[src/verilog/gl_pkg.sv]
// Shared constants, types and decode helpers of the guard-lock controller.
package gl_pkg;
   localparam int CLK_HZ = 25_000_000;
   localparam int CYC_PER_US = CLK_HZ / 1_000_000;
   localparam int POST_TIME_US = 1000;
   localparam int POST_CYCLES = POST_TIME_US * CYC_PER_US;
   localparam int TEST_PERIOD_US = 10000;
   localparam int TEST_PERIOD_CYCLES = TEST_PERIOD_US * CYC_PER_US;
   localparam int SETTLE_TIME_NS = 2000;
   localparam int SETTLE_CYCLES = (SETTLE_TIME_NS * CYC_PER_US + 999) / 1000;
   localparam int EDM_TIME_US = 100;
   localparam int EDM_CYCLES = EDM_TIME_US * CYC_PER_US;

   localparam int ADDR_W = 4;
   localparam int DATA_W = 16;
   localparam logic [ADDR_W-1:0] ADDR_CTRL = 4'h0;
   localparam logic [ADDR_W-1:0] ADDR_STATUS = 4'h4;
   localparam logic [ADDR_W-1:0] ADDR_FAULT = 4'h8;
   localparam logic [DATA_W-1:0] CTRL_RESET = 16'h0000;

   localparam int CTRL_MODE_BIT = 0;
   localparam int CTRL_EDM_BIT = 1;
   localparam int CTRL_RESTART_BIT = 2;
   localparam int STAT_IND_LSB = 0;
   localparam int STAT_STATE_LSB = 8;
   localparam int STAT_INCOH_BIT = 10;
   localparam int STAT_MODE_BIT = 11;
   localparam int STAT_EDM_BIT = 12;
   localparam int FLT_INT_BIT = 0;
   localparam int FLT_OUT_BIT = 1;
   localparam int FLT_DET_BIT = 2;
   localparam int FLT_EDM_BIT = 3;

   typedef enum logic [1:0] {GL_POST, GL_RUN, GL_ERROR} gl_state_t;

   typedef struct packed {
      logic zone_narrow;
      logic zone_wide;
      logic lock_sensed;
   } gl_sense_t;

   typedef struct packed {
      logic supply;
      logic inputs;
      logic outputs;
      logic presence;
      logic lock;
      logic feedback;
   } gl_ind_t;

   function automatic logic gl_hit(input logic [ADDR_W-1:0] addr,
                                   input logic [ADDR_W-1:0] target);
      return addr == target;
   endfunction : gl_hit
endpackage : gl_pkg

[src/verilog/gl_guard_lock_ctrl.sv]
// Decision logic of a coded guard-locking safety switch.
module gl_guard_lock_ctrl import gl_pkg::*; #(
   parameter int POST_CYC = POST_CYCLES,
   parameter int PERIOD_CYC = TEST_PERIOD_CYCLES,
   parameter int SETTLE_CYC = SETTLE_CYCLES,
   parameter int EDM_CYC = EDM_CYCLES
) (
   input wire logic core_clk,
   input wire logic reset_n,
   input wire logic [ADDR_W-1:0] reg_addr,
   input wire logic [DATA_W-1:0] reg_wdata,
   input wire logic reg_wr,
   input wire logic reg_rd,
   output logic [DATA_W-1:0] reg_rdata,
   input wire logic safety_input_a,
   input wire logic safety_input_b,
   input wire gl_sense_t sense,
   input wire logic lock_command_input,
   input wire logic feedback_monitor,
   input wire logic [1:0] out_readback,
   input wire logic supply_ok,
   input wire logic test_pass,
   output logic safety_output_a,
   output logic safety_output_b,
   output logic door_closed_signal,
   output logic guard_locked_signal,
   output logic lock_drive,
   output logic test_req,
   output gl_ind_t ind
);
   localparam int EW = $clog2(EDM_CYC + 1) + 1;

   gl_state_t state_q, state_d;
   logic [DATA_W-1:0] ctrl_q;
   logic mode2_q, edm_on_q;
   logic restart;
   logic post_done, int_fault, out_fault;
   logic det_fault_q, edm_fault_q;
   logic [EW-1:0] edm_cnt_q;
   logic locked_q, incoh_q;
   logic err_now, run_d, present_d, locked_d, inputs_ok, edm_ready, en_d;
   logic mode2_d, edm_on_d;

   generate
      if (EDM_CYC < 1) begin : g_bad_edm
         $error("gl_guard_lock_ctrl: feedback time must be at least 1");
      end
   endgenerate

   gl_supervisor #(
      .POST_CYC(POST_CYC),
      .PERIOD_CYC(PERIOD_CYC)
   ) u_super (
      .core_clk(core_clk),
      .reset_n(reset_n),
      .restart(restart),
      .supply_ok(supply_ok),
      .test_pass(test_pass),
      .test_req_q(test_req),
      .post_done_q(post_done),
      .int_fault_q(int_fault)
   );

   gl_out_check #(
      .SETTLE_CYC(SETTLE_CYC)
   ) u_out_chk (
      .core_clk(core_clk),
      .reset_n(reset_n),
      .restart(restart),
      .cmd({safety_output_a, safety_output_b}),
      .readback(out_readback),
      .fault_q(out_fault)
   );

   // Register port: control word, restart side effect and read data.
   assign restart = reg_wr && gl_hit(reg_addr, ADDR_CTRL) &&
                    reg_wdata[CTRL_RESTART_BIT];

   always_ff @(posedge core_clk or negedge reset_n) begin
      if (!reset_n) begin
         ctrl_q <= CTRL_RESET;
      end else if (reg_wr && gl_hit(reg_addr, ADDR_CTRL)) begin
         ctrl_q <= reg_wdata & ~(DATA_W'(1) << CTRL_RESTART_BIT);
      end
   end

   always_ff @(posedge core_clk or negedge reset_n) begin
      if (!reset_n) begin
         reg_rdata <= '0;
      end else if (!reg_rd) begin
         reg_rdata <= '0;
      end else if (gl_hit(reg_addr, ADDR_CTRL)) begin
         reg_rdata <= ctrl_q;
      end else if (gl_hit(reg_addr, ADDR_STATUS)) begin
         reg_rdata <= '0;
         reg_rdata[STAT_IND_LSB +: $bits(gl_ind_t)] <= ind;
         reg_rdata[STAT_STATE_LSB +: $bits(gl_state_t)] <= state_q;
         reg_rdata[STAT_INCOH_BIT] <= incoh_q;
         reg_rdata[STAT_MODE_BIT] <= mode2_q;
         reg_rdata[STAT_EDM_BIT] <= edm_on_q;
      end else if (gl_hit(reg_addr, ADDR_FAULT)) begin
         reg_rdata <= '0;
         reg_rdata[FLT_INT_BIT] <= int_fault;
         reg_rdata[FLT_OUT_BIT] <= out_fault;
         reg_rdata[FLT_DET_BIT] <= det_fault_q;
         reg_rdata[FLT_EDM_BIT] <= edm_fault_q;
      end else begin
         reg_rdata <= '0;
      end
   end

   // Next-cycle decisions; safety outputs, lock_drive and all of ind but supply and feedback load from these together.
   always_comb begin
      err_now = int_fault || out_fault || det_fault_q || edm_fault_q;
      state_d = state_q;
      case (state_q)
         GL_POST: begin
            if (err_now) begin
               state_d = GL_ERROR;
            end else if (post_done) begin
               state_d = GL_RUN;
            end
         end
         GL_RUN: begin
            if (err_now) begin
               state_d = GL_ERROR;
            end
         end
         GL_ERROR: begin
            state_d = GL_ERROR;
         end
         default: begin
            state_d = GL_ERROR;
         end
      endcase
      if (restart) begin
         state_d = GL_POST;
      end
      // The mode taken on entering run already governs that first cycle.
      if (state_q == GL_POST && state_d == GL_RUN) begin
         mode2_d = ctrl_q[CTRL_MODE_BIT];
         edm_on_d = ctrl_q[CTRL_EDM_BIT];
      end else begin
         mode2_d = mode2_q;
         edm_on_d = edm_on_q;
      end
      run_d = state_d == GL_RUN;
      inputs_ok = safety_input_a && safety_input_b;
      // Locked actuator tolerates the wider zone, released the narrow one.
      present_d = run_d && (locked_q ? sense.zone_wide
                                     : sense.zone_narrow);
      locked_d = present_d && lock_command_input && lock_drive &&
                 sense.lock_sensed;
      edm_ready = !edm_on_d || feedback_monitor || safety_output_a;
      en_d = present_d && inputs_ok && edm_ready &&
             (mode2_d || locked_d);
   end

   always_ff @(posedge core_clk or negedge reset_n) begin
      if (!reset_n) begin
         state_q <= GL_POST;
      end else begin
         state_q <= state_d;
      end
   end

   always_ff @(posedge core_clk or negedge reset_n) begin
      if (!reset_n) begin
         mode2_q <= 1'b0;
         edm_on_q <= 1'b0;
      end else begin
         mode2_q <= mode2_d;
         edm_on_q <= edm_on_d;
      end
   end

   // Lock solenoid follows the command only with the actuator present.
   always_ff @(posedge core_clk or negedge reset_n) begin
      if (!reset_n) begin
         lock_drive <= 1'b0;
         locked_q <= 1'b0;
      end else begin
         lock_drive <= present_d && lock_command_input;
         locked_q <= locked_d;
      end
   end

   always_ff @(posedge core_clk or negedge reset_n) begin
      if (!reset_n) begin
         safety_output_a <= 1'b0;
         safety_output_b <= 1'b0;
         door_closed_signal <= 1'b0;
         guard_locked_signal <= 1'b0;
      end else begin
         safety_output_a <= en_d;
         safety_output_b <= en_d;
         door_closed_signal <= present_d;
         guard_locked_signal <= locked_d;
      end
   end

   always_ff @(posedge core_clk or negedge reset_n) begin
      if (!reset_n) begin
         ind <= '0;
         incoh_q <= 1'b0;
      end else begin
         ind.supply <= supply_ok && !int_fault;
         ind.inputs <= run_d && inputs_ok;
         ind.outputs <= en_d;
         ind.presence <= present_d;
         ind.lock <= locked_d;
         ind.feedback <= edm_on_q && feedback_monitor;
         incoh_q <= safety_input_a != safety_input_b;
      end
   end

   // A zone hit in the narrow limits but not the wide ones is impossible.
   always_ff @(posedge core_clk or negedge reset_n) begin
      if (!reset_n) begin
         det_fault_q <= 1'b0;
      end else if (state_q != GL_POST && sense.zone_narrow &&
                   !sense.zone_wide) begin
         det_fault_q <= 1'b1;
      end else if (restart) begin
         det_fault_q <= 1'b0;
      end
   end

   // Feedback must go low while outputs are on, high while they are off.
   always_ff @(posedge core_clk or negedge reset_n) begin
      if (!reset_n) begin
         edm_cnt_q <= '0;
      end else if (restart || !edm_on_q ||
                   safety_output_a != feedback_monitor) begin
         edm_cnt_q <= '0;
      end else if (edm_cnt_q != EW'(EDM_CYC)) begin
         edm_cnt_q <= edm_cnt_q + 1'b1;
      end
   end

   // A trip in the cycle of a restart survives it.
   always_ff @(posedge core_clk or negedge reset_n) begin
      if (!reset_n) begin
         edm_fault_q <= 1'b0;
      end else if (edm_on_q && safety_output_a == feedback_monitor &&
                   edm_cnt_q == EW'(EDM_CYC)) begin
         edm_fault_q <= 1'b1;
      end else if (restart || !edm_on_q) begin
         edm_fault_q <= 1'b0;
      end
   end
endmodule : gl_guard_lock_ctrl

[src/verilog/gl_out_check.sv]
// Readback check of the two safety outputs against their commands.
module gl_out_check import gl_pkg::*; #(
   parameter int SETTLE_CYC = SETTLE_CYCLES
) (
   input wire logic core_clk,
   input wire logic reset_n,
   input wire logic restart,
   input wire logic [1:0] cmd,
   input wire logic [1:0] readback,
   output logic fault_q
);
   localparam int CW = $clog2(SETTLE_CYC + 1) + 1;

   logic [1:0] cmd_q;
   logic [CW-1:0] cnt_q;

   generate
      if (SETTLE_CYC < 1) begin : g_bad
         $error("gl_out_check: settle count must be at least 1");
      end
   endgenerate

   // The settle timer restarts whenever the commanded pair changes.
   always_ff @(posedge core_clk or negedge reset_n) begin
      if (!reset_n) begin
         cmd_q <= 2'h0;
         cnt_q <= '0;
      end else begin
         cmd_q <= cmd;
         if (cmd != cmd_q) begin
            cnt_q <= '0;
         end else if (cnt_q != CW'(SETTLE_CYC)) begin
            cnt_q <= cnt_q + 1'b1;
         end
      end
   end

   always_ff @(posedge core_clk or negedge reset_n) begin
      if (!reset_n) begin
         fault_q <= 1'b0;
      end else if (cnt_q == CW'(SETTLE_CYC) && readback != cmd_q) begin
         fault_q <= 1'b1;
      end else if (restart) begin
         fault_q <= 1'b0;
      end
   end
endmodule : gl_out_check

[src/verilog/gl_supervisor.sv]
// Power-on self-test, recurring self-test and supply supervision.
module gl_supervisor import gl_pkg::*; #(
   parameter int POST_CYC = POST_CYCLES,
   parameter int PERIOD_CYC = TEST_PERIOD_CYCLES
) (
   input wire logic core_clk,
   input wire logic reset_n,
   input wire logic restart,
   input wire logic supply_ok,
   input wire logic test_pass,
   output logic test_req_q,
   output logic post_done_q,
   output logic int_fault_q
);
   localparam int MAXC = (PERIOD_CYC > POST_CYC) ? PERIOD_CYC : POST_CYC;
   localparam int CW = $clog2(MAXC) + 1;

   logic [CW-1:0] cnt_q;
   logic check_q;

   generate
      if (POST_CYC < 2 || PERIOD_CYC < 2) begin : g_bad
         $error("gl_supervisor: test counts must be at least 2");
      end
   endgenerate

   // The test request is held through power-on, then pulsed once a period.
   always_ff @(posedge core_clk or negedge reset_n) begin
      if (!reset_n) begin
         cnt_q <= '0;
         test_req_q <= 1'b0;
         post_done_q <= 1'b0;
         check_q <= 1'b0;
      end else if (restart) begin
         cnt_q <= '0;
         test_req_q <= 1'b0;
         post_done_q <= 1'b0;
         check_q <= 1'b0;
      end else if (!post_done_q) begin
         test_req_q <= 1'b1;
         check_q <= 1'b0;
         if (cnt_q == CW'(POST_CYC - 1)) begin
            cnt_q <= '0;
            post_done_q <= 1'b1;
            test_req_q <= 1'b0;
            check_q <= 1'b1;
         end else begin
            cnt_q <= cnt_q + 1'b1;
         end
      end else begin
         check_q <= test_req_q;
         if (cnt_q == CW'(PERIOD_CYC - 1)) begin
            cnt_q <= '0;
            test_req_q <= 1'b1;
         end else begin
            cnt_q <= cnt_q + 1'b1;
            test_req_q <= 1'b0;
         end
      end
   end

   always_ff @(posedge core_clk or negedge reset_n) begin
      if (!reset_n) begin
         int_fault_q <= 1'b0;
      end else if (!supply_ok || (check_q && !test_pass)) begin
         int_fault_q <= 1'b1;
      end else if (restart) begin
         int_fault_q <= 1'b0;
      end
   end
endmodule : gl_supervisor
[config.mk]
export PLATFORM = sky130hd
export DESIGN_NAME = gl_guard_lock_ctrl
export DESIGN_NICKNAME = d
export VERILOG_FILES = /design/src/verilog/gl_pkg.sv /design/src/verilog/gl_guard_lock_ctrl.sv /design/src/verilog/gl_out_check.sv /design/src/verilog/gl_supervisor.sv
export SDC_FILE = /design/constraint.sdc
export NUM_CORES = 1
export LEC_CHECK = 0
export BUFFER_PORTS_ARGS = -buffer_cell sky130_fd_sc_hd__buf_2
export CAP_MARGIN = 20
export CORE_MARGIN = 2
export CORE_UTILIZATION = 40
export DETAILED_ROUTE_END_ITERATION = 7
export PLACE_DENSITY = 0.68
export SETUP_SLACK_MARGIN = 0.5
export SYNTH_ARGS = -nofsm -noshare
export SYNTH_HDL_FRONTEND = slang
export SYNTH_HIERARCHICAL = 1
export SYNTH_SLANG_ARGS = --single-unit
[constraint.sdc]
create_clock -name core_clk -period 3.3 [get_ports core_clk]
set_input_delay 0.165 -clock core_clk [delete_from_list [all_inputs] [get_ports core_clk]]
set_output_delay 0.165 -clock core_clk [all_outputs]
set_load 0.01 [all_outputs]
---- Word-level counts from Yosys, hierarchy flattened ----
Cells that the tools add are included.
word-level totals
  register bits after elaboration ......... 90
  output and inout bits ................... 28
operators by class
  add/sub/neg operators ................... 3
  eq/ne operators ......................... 15
  mux-type cells .......................... 35
  reductions and logical operators ........ 44
operators with widths
  kind                                                     number
  2-to-1 mux 19 bit                                        4
  2-to-1 mux 13 bit                                        3
  2-to-1 mux 16 bit                                        2
  logical AND 1 bit                                        20
  adder 19 x 1 -> 19 bit, second input constant            1
  equality test 19 x 15 -> 1 bit, second input constant    1
  equality test 19 x 18 -> 1 bit, second input constant    1
  2-to-1 mux 1 bit                                         18
  2-to-1 mux 7 bit                                         2
  nonzero test 2 bit                                       7
  adder 13 x 1 -> 13 bit, second input constant            1
  equality test 13 x 12 -> 1 bit, second input constant    1
  inequality test 13 x 12 -> 1 bit, second input constant  1
  logical OR 1 bit                                         9
  2-to-1 mux 2 bit                                         4
  adder 7 x 1 -> 7 bit, second input constant              1
  equality test 7 x 6 -> 1 bit, second input constant      1
  inequality test 7 x 6 -> 1 bit, second input constant    1
  logical NOT 1 bit                                        6
  equality test 2 x 1 -> 1 bit, second input constant      2
  equality test 4 x 3 -> 1 bit, second input constant      1
  equality test 4 bit, second input constant               1
  logical NOT 4 bit                                        1
  2-to-1 mux 4 bit                                         1
  other kinds (5)                                          7

---- Longest topological paths before layout ----
  depth after elaboration ................. 14
  gate-level depth with buffers ........... 10
  gate-level depth less buffers ........... 7

---- Modules after synthesis ----
Netlist, hierarchy kept.
modules (own cells, without submodules)
  module              instances  cells an instance  area each (um^2)
  gl_guard_lock_ctrl  1          201                2457.4
  gl_supervisor       1          117                1204.9
  gl_out_check        1          48                 504.2

---- Least setup slack after synthesis ----
Ideal clock, no wire load.
  kind .................................... input-to-reg
  start point ............................. in reg_addr[2]
  end point ............................... reg u_super.cnt_q[12]
  library setup time ...................... 0.136 ns
  data arrival time ....................... 2.117 ns
  setup slack ............................. 1.047 ns
  stages .................................. 10
  cell sequence ........................... buf_6 or3_1 or3b_1 buf_2 or2_4 clkinv_2 a41o_1 buf_2 clkbuf_1 nor3_1
on the way
  cells in the longest elaborated chain, start to end .. 4
ends and longest elaborated chain
  element                         line                      text
  start: declaration              gl_guard_lock_ctrl.sv:10  input wire logic [ADDR_W-1:0] reg_addr,
  logical NOT 4 bit               gl_pkg.sv:53              return addr == target;
  logical AND 1 bit (2 in a row)  gl_guard_lock_ctrl.sv:76  assign restart = reg_wr && gl_hit(reg_addr, ADDR_CTRL) &&
  net restart                     gl_guard_lock_ctrl.sv:36  logic restart;
  2-to-1 mux 19 bit               gl_supervisor.sv:34       end else if (restart) begin
  end signal: assignment          gl_supervisor.sv:48       cnt_q <= cnt_q + 1'b1;
  end signal: assignment          gl_supervisor.sv:56       cnt_q <= cnt_q + 1'b1;
  end: declaration                gl_supervisor.sv:18       logic [CW-1:0] cnt_q;
The timed path passes the listed nets, and every way through them passes these cells.
A chain may end at the register's enable or synchronous reset.

---- Worst setup path after layout ----
  start point ............................. in reg_addr[3]
  end point ............................... reg u_super.cnt_q[9]
The elaborated chain is that of the path after synthesis.

==> results.json <==
{
  "grt_pass1_wl_microns": 14300,
  "die-area_sq_mm": 0.0112,
  "setup_viol": 0,
  "dr.first_iter.drc_count": 142,
  "final_common_cell": "dfrtp_1",
  "stdcell_count": 572,
  "synth_area_leaders": "dfrtp_1 55%, mux2_2 4.3%, xnor2_1 3.8%",
  "syn_nets": 407,
  "htree_levels": 3,
  "ant_nets": 0,
  "nets": 472,
  "required_ps": 3500,
  "p_switching_uw": 708,
  "start_kind": "primary input",
  "synth-async-reset-ratio_pct": 100,
  "slew_viol_final": 0,
  "cts_buffers": 9,
  "place_congestion": 0.765,
  "grt_use_total_pct": 16.0,
  "leakage_uw": 0.00219,
  "avgSynthCellArea_sq_um": 11.4,
  "ios": 63,
  "tightest_slew_ps": 923,
  "clk_pin_slew_ps": 80,
  "gr-total-overflow": 0,
  "start_util_pct": 40.7,
  "skew_ps": 9.06,
  "max-slew-margin-rel_pct": 38.3,
  "wl_per_cell_microns": 14.8,
  "fp.dieW_microns": 106,
  "hold_viol_final": 0,
  "remaining_drc_errors": 0,
  "dp.cells": 554,
  "internal_power_uw": 1800,
  "dp_hpwl_microns": 5970,
  "fin_area_sq_mm": 0.00483,
  "power_frac_comb_pct": 13.2,
  "seqPwrFrac_pct": 56.3,
  "final_cell_mix": "91 x dfrtp_1, 61 x buf_2, 31 x nor2_1",
  "dr_total_vias": 2923,
  "ys_seq_area_share_pct": 54.7,
  "synth_top_area_share_pct": 54.7,
  "rows": 37,
  "antenna_found_initial": 0,
  "finalPower_uw": 2510,
  "root_buffer": "clkbuf_8",
  "p_per_area_mw_per_mm2": 519,
  "synth_edf_count": 0,
  "yosys.cell_types.count": 55,
  "synth_warnings": 6,
  "clkPwrFrac_pct": 30.6,
  "cp_max_fo": 18,
  "cts.sinks": 91,
  "die_h_microns": 106,
  "ys_ff_latch": 91,
  "final_util_pct": 47.3,
  "place_area_sq_mm": 0.00459,
  "cts_tree": "done",
  "synth_cells": 366,
  "core_sq_mm": 0.0102,
  "rsz0062_at_grt": "false",
  "synth_largest_area_cell": "dfrtp_1",
  "swShare_pct": 28.2,
  "path_class": "primary input to flop",
  "firstDrtPassIters": 4,
  "io_buffers": 62,
  "detail_route.wirelength_microns": 8440,
  "end_kind": "flop",
  "fin_setup_tns_ps": 0,
  "grt_start_max_net_pins": 92,
  "ys.flop_type": "dfrtp_1",
  "crit_arrival_ps": 2430,
  "clockBufferDepth": 2,
  "diodes": 0,
  "nFillCells": 949,
  "fmax_ghz": 0.449,
  "finalCritPeriodShare_pct": 67.5,
  "ir_drop_v": 0.000255,
  "fin_crit_ps": 2230,
  "maxCapViolCount": 0,
  "synthToLayoutAreaGrowth_pct": 16.0,
  "netlist_area_sq_mm": 0.00417,
  "drive_above_1_share_pct": 27.5,
  "worstSkewPairLatency_ps": 360,
  "viasPerCell": 5.11,
  "first_global_vias": 2932,
  "status": "completed",
  "cts_resized": 0,
  "min_path_type": "primary input to flop",
  "r2r_slack_ps": 1130
}
critical path, cell delays in order:
cell	delay, ps
buf_2	130
or3_1	370
or3b_1	390
buf_4	220
or2_4	270
clkinv_2	150
a41o_1	590
nor3_1	140
registers in the layout (all words and copies together) (netlist names), 2 cells and up:
| signal | cells |
|---|---|
| ctrl_q | 15 |
| u_out_chk/cmd_q | 2 |
| u_super/cnt_q | 19 |
| u_out_chk/cnt_q | 7 |
| state_q | 2 |
| edm_cnt_q | 13 |
| ind | 6 |
| reg_rdata | 16 |
logic make-up after synthesis:
kind of cell    share of synthesized area, %
mux                                     6.25
fa+ha+maj                               1.80
flops                                   54.7
compound gates                          7.18
simple gates                            20.4
xor+xnor                                6.52
buf+inv                                 3.18
area by class of cell:
class / count / area (sq um) / share of cell area (%)
sequential: 91 / 2280 / 47.1
multi-input combinational: 248 / 1760 / 36.3
timing repair buffer: 67 / 373 / 7.71
tap: 136 / 170 / 3.52
clock buffer: 11 / 141 / 2.92
clock inverter: 5 / 62.6 / 1.29
inverter: 14 / 53.8 / 1.11
per-stage QoR:
| step | setup WS (ps) | hold WS (ps) |
|---|---|---|
| 3_3_place_gp | 790 | 371 |
| 6_report | 1070 | 31.0 |
| 2_1_floorplan | 1050 | -131 |
| 4_1_cts | 1080 | 11.1 |
| 3_5_place_dp | 697 | 379 |
| 5_1_grt | 885 | 13.5 |
routing by layer:
metal / global-route usage (%) / wire [microns] / vias up
met1: 20.8 / 3790 / 1447
met5: 0 / 0 / -
met2: 26.5 / 4280 / 46
met4: 6.58 / 155 / 0
li1: - / - / 1416
met3: 2.82 / 213 / 14
power by group through the flow:
| stage | registers, uW | logic [uW] | clock network [uW] |
|---|---|---|---|
| final | 1410 | 330 | 767 |
| after global routing | 1430 | 376 | 827 |
| after CTS | 1410 | 330 | 790 |
| after detailed placement | 1430 | 327 | 0 |
| after global placement | 1420 | 311 | 0 |
| after floorplan | 1380 | 246 | 0 |
worst paths after layout:
| check | startpoint | end | cells past startpoint |
|---|---|---|---|
| max in group asynchronous | reset_n | u_super/post_done_q | 3 |
| worst max-delay path | reg_addr[3] | u_super/cnt_q[9] | 8 |
| worst min-delay path | supply_ok | u_super/int_fault_q | 2 |
| worst min register to register | incoh_q | reg_rdata[10] | 1 |
| worst max register to register | u_super/cnt_q[6] | u_super/cnt_q[9] | 4 |
| min in group asynchronous | reset_n | ctrl_q[15] | 2 |
cells in the mapped netlist, types with 2 or more instances:
cell and n:
nor2b_1 5, a211oi_1 2, buf_2 3, and4_1 2, nand3_2 3, o21ai_0 7, nor2_1 31, or3_1 10
and3_1 2, a31oi_1 2, mux2_4 2, nor4_1 6, nor3_1 23, xnor2_1 18, a21oi_1 8, o21ba_2 2
mux2i_1 5, nor3b_1 3, a211oi_2 6, dfrtp_1 91, or4_4 2, a22o_1 7, nand4_1 8, nand2_1 18
and2_1 9, nand3_1 10, clkbuf_1 3, ha_1 6, inv_1 13, xor2_1 13, nor4b_1 3, mux2_2 16
buf_4 5
repair_timing:
item,CTS,global route
buffers inserted,0,0
hold buffers,0,1
endpoints found under the hold margin,0,43
(Power assumes the default switching activity.)
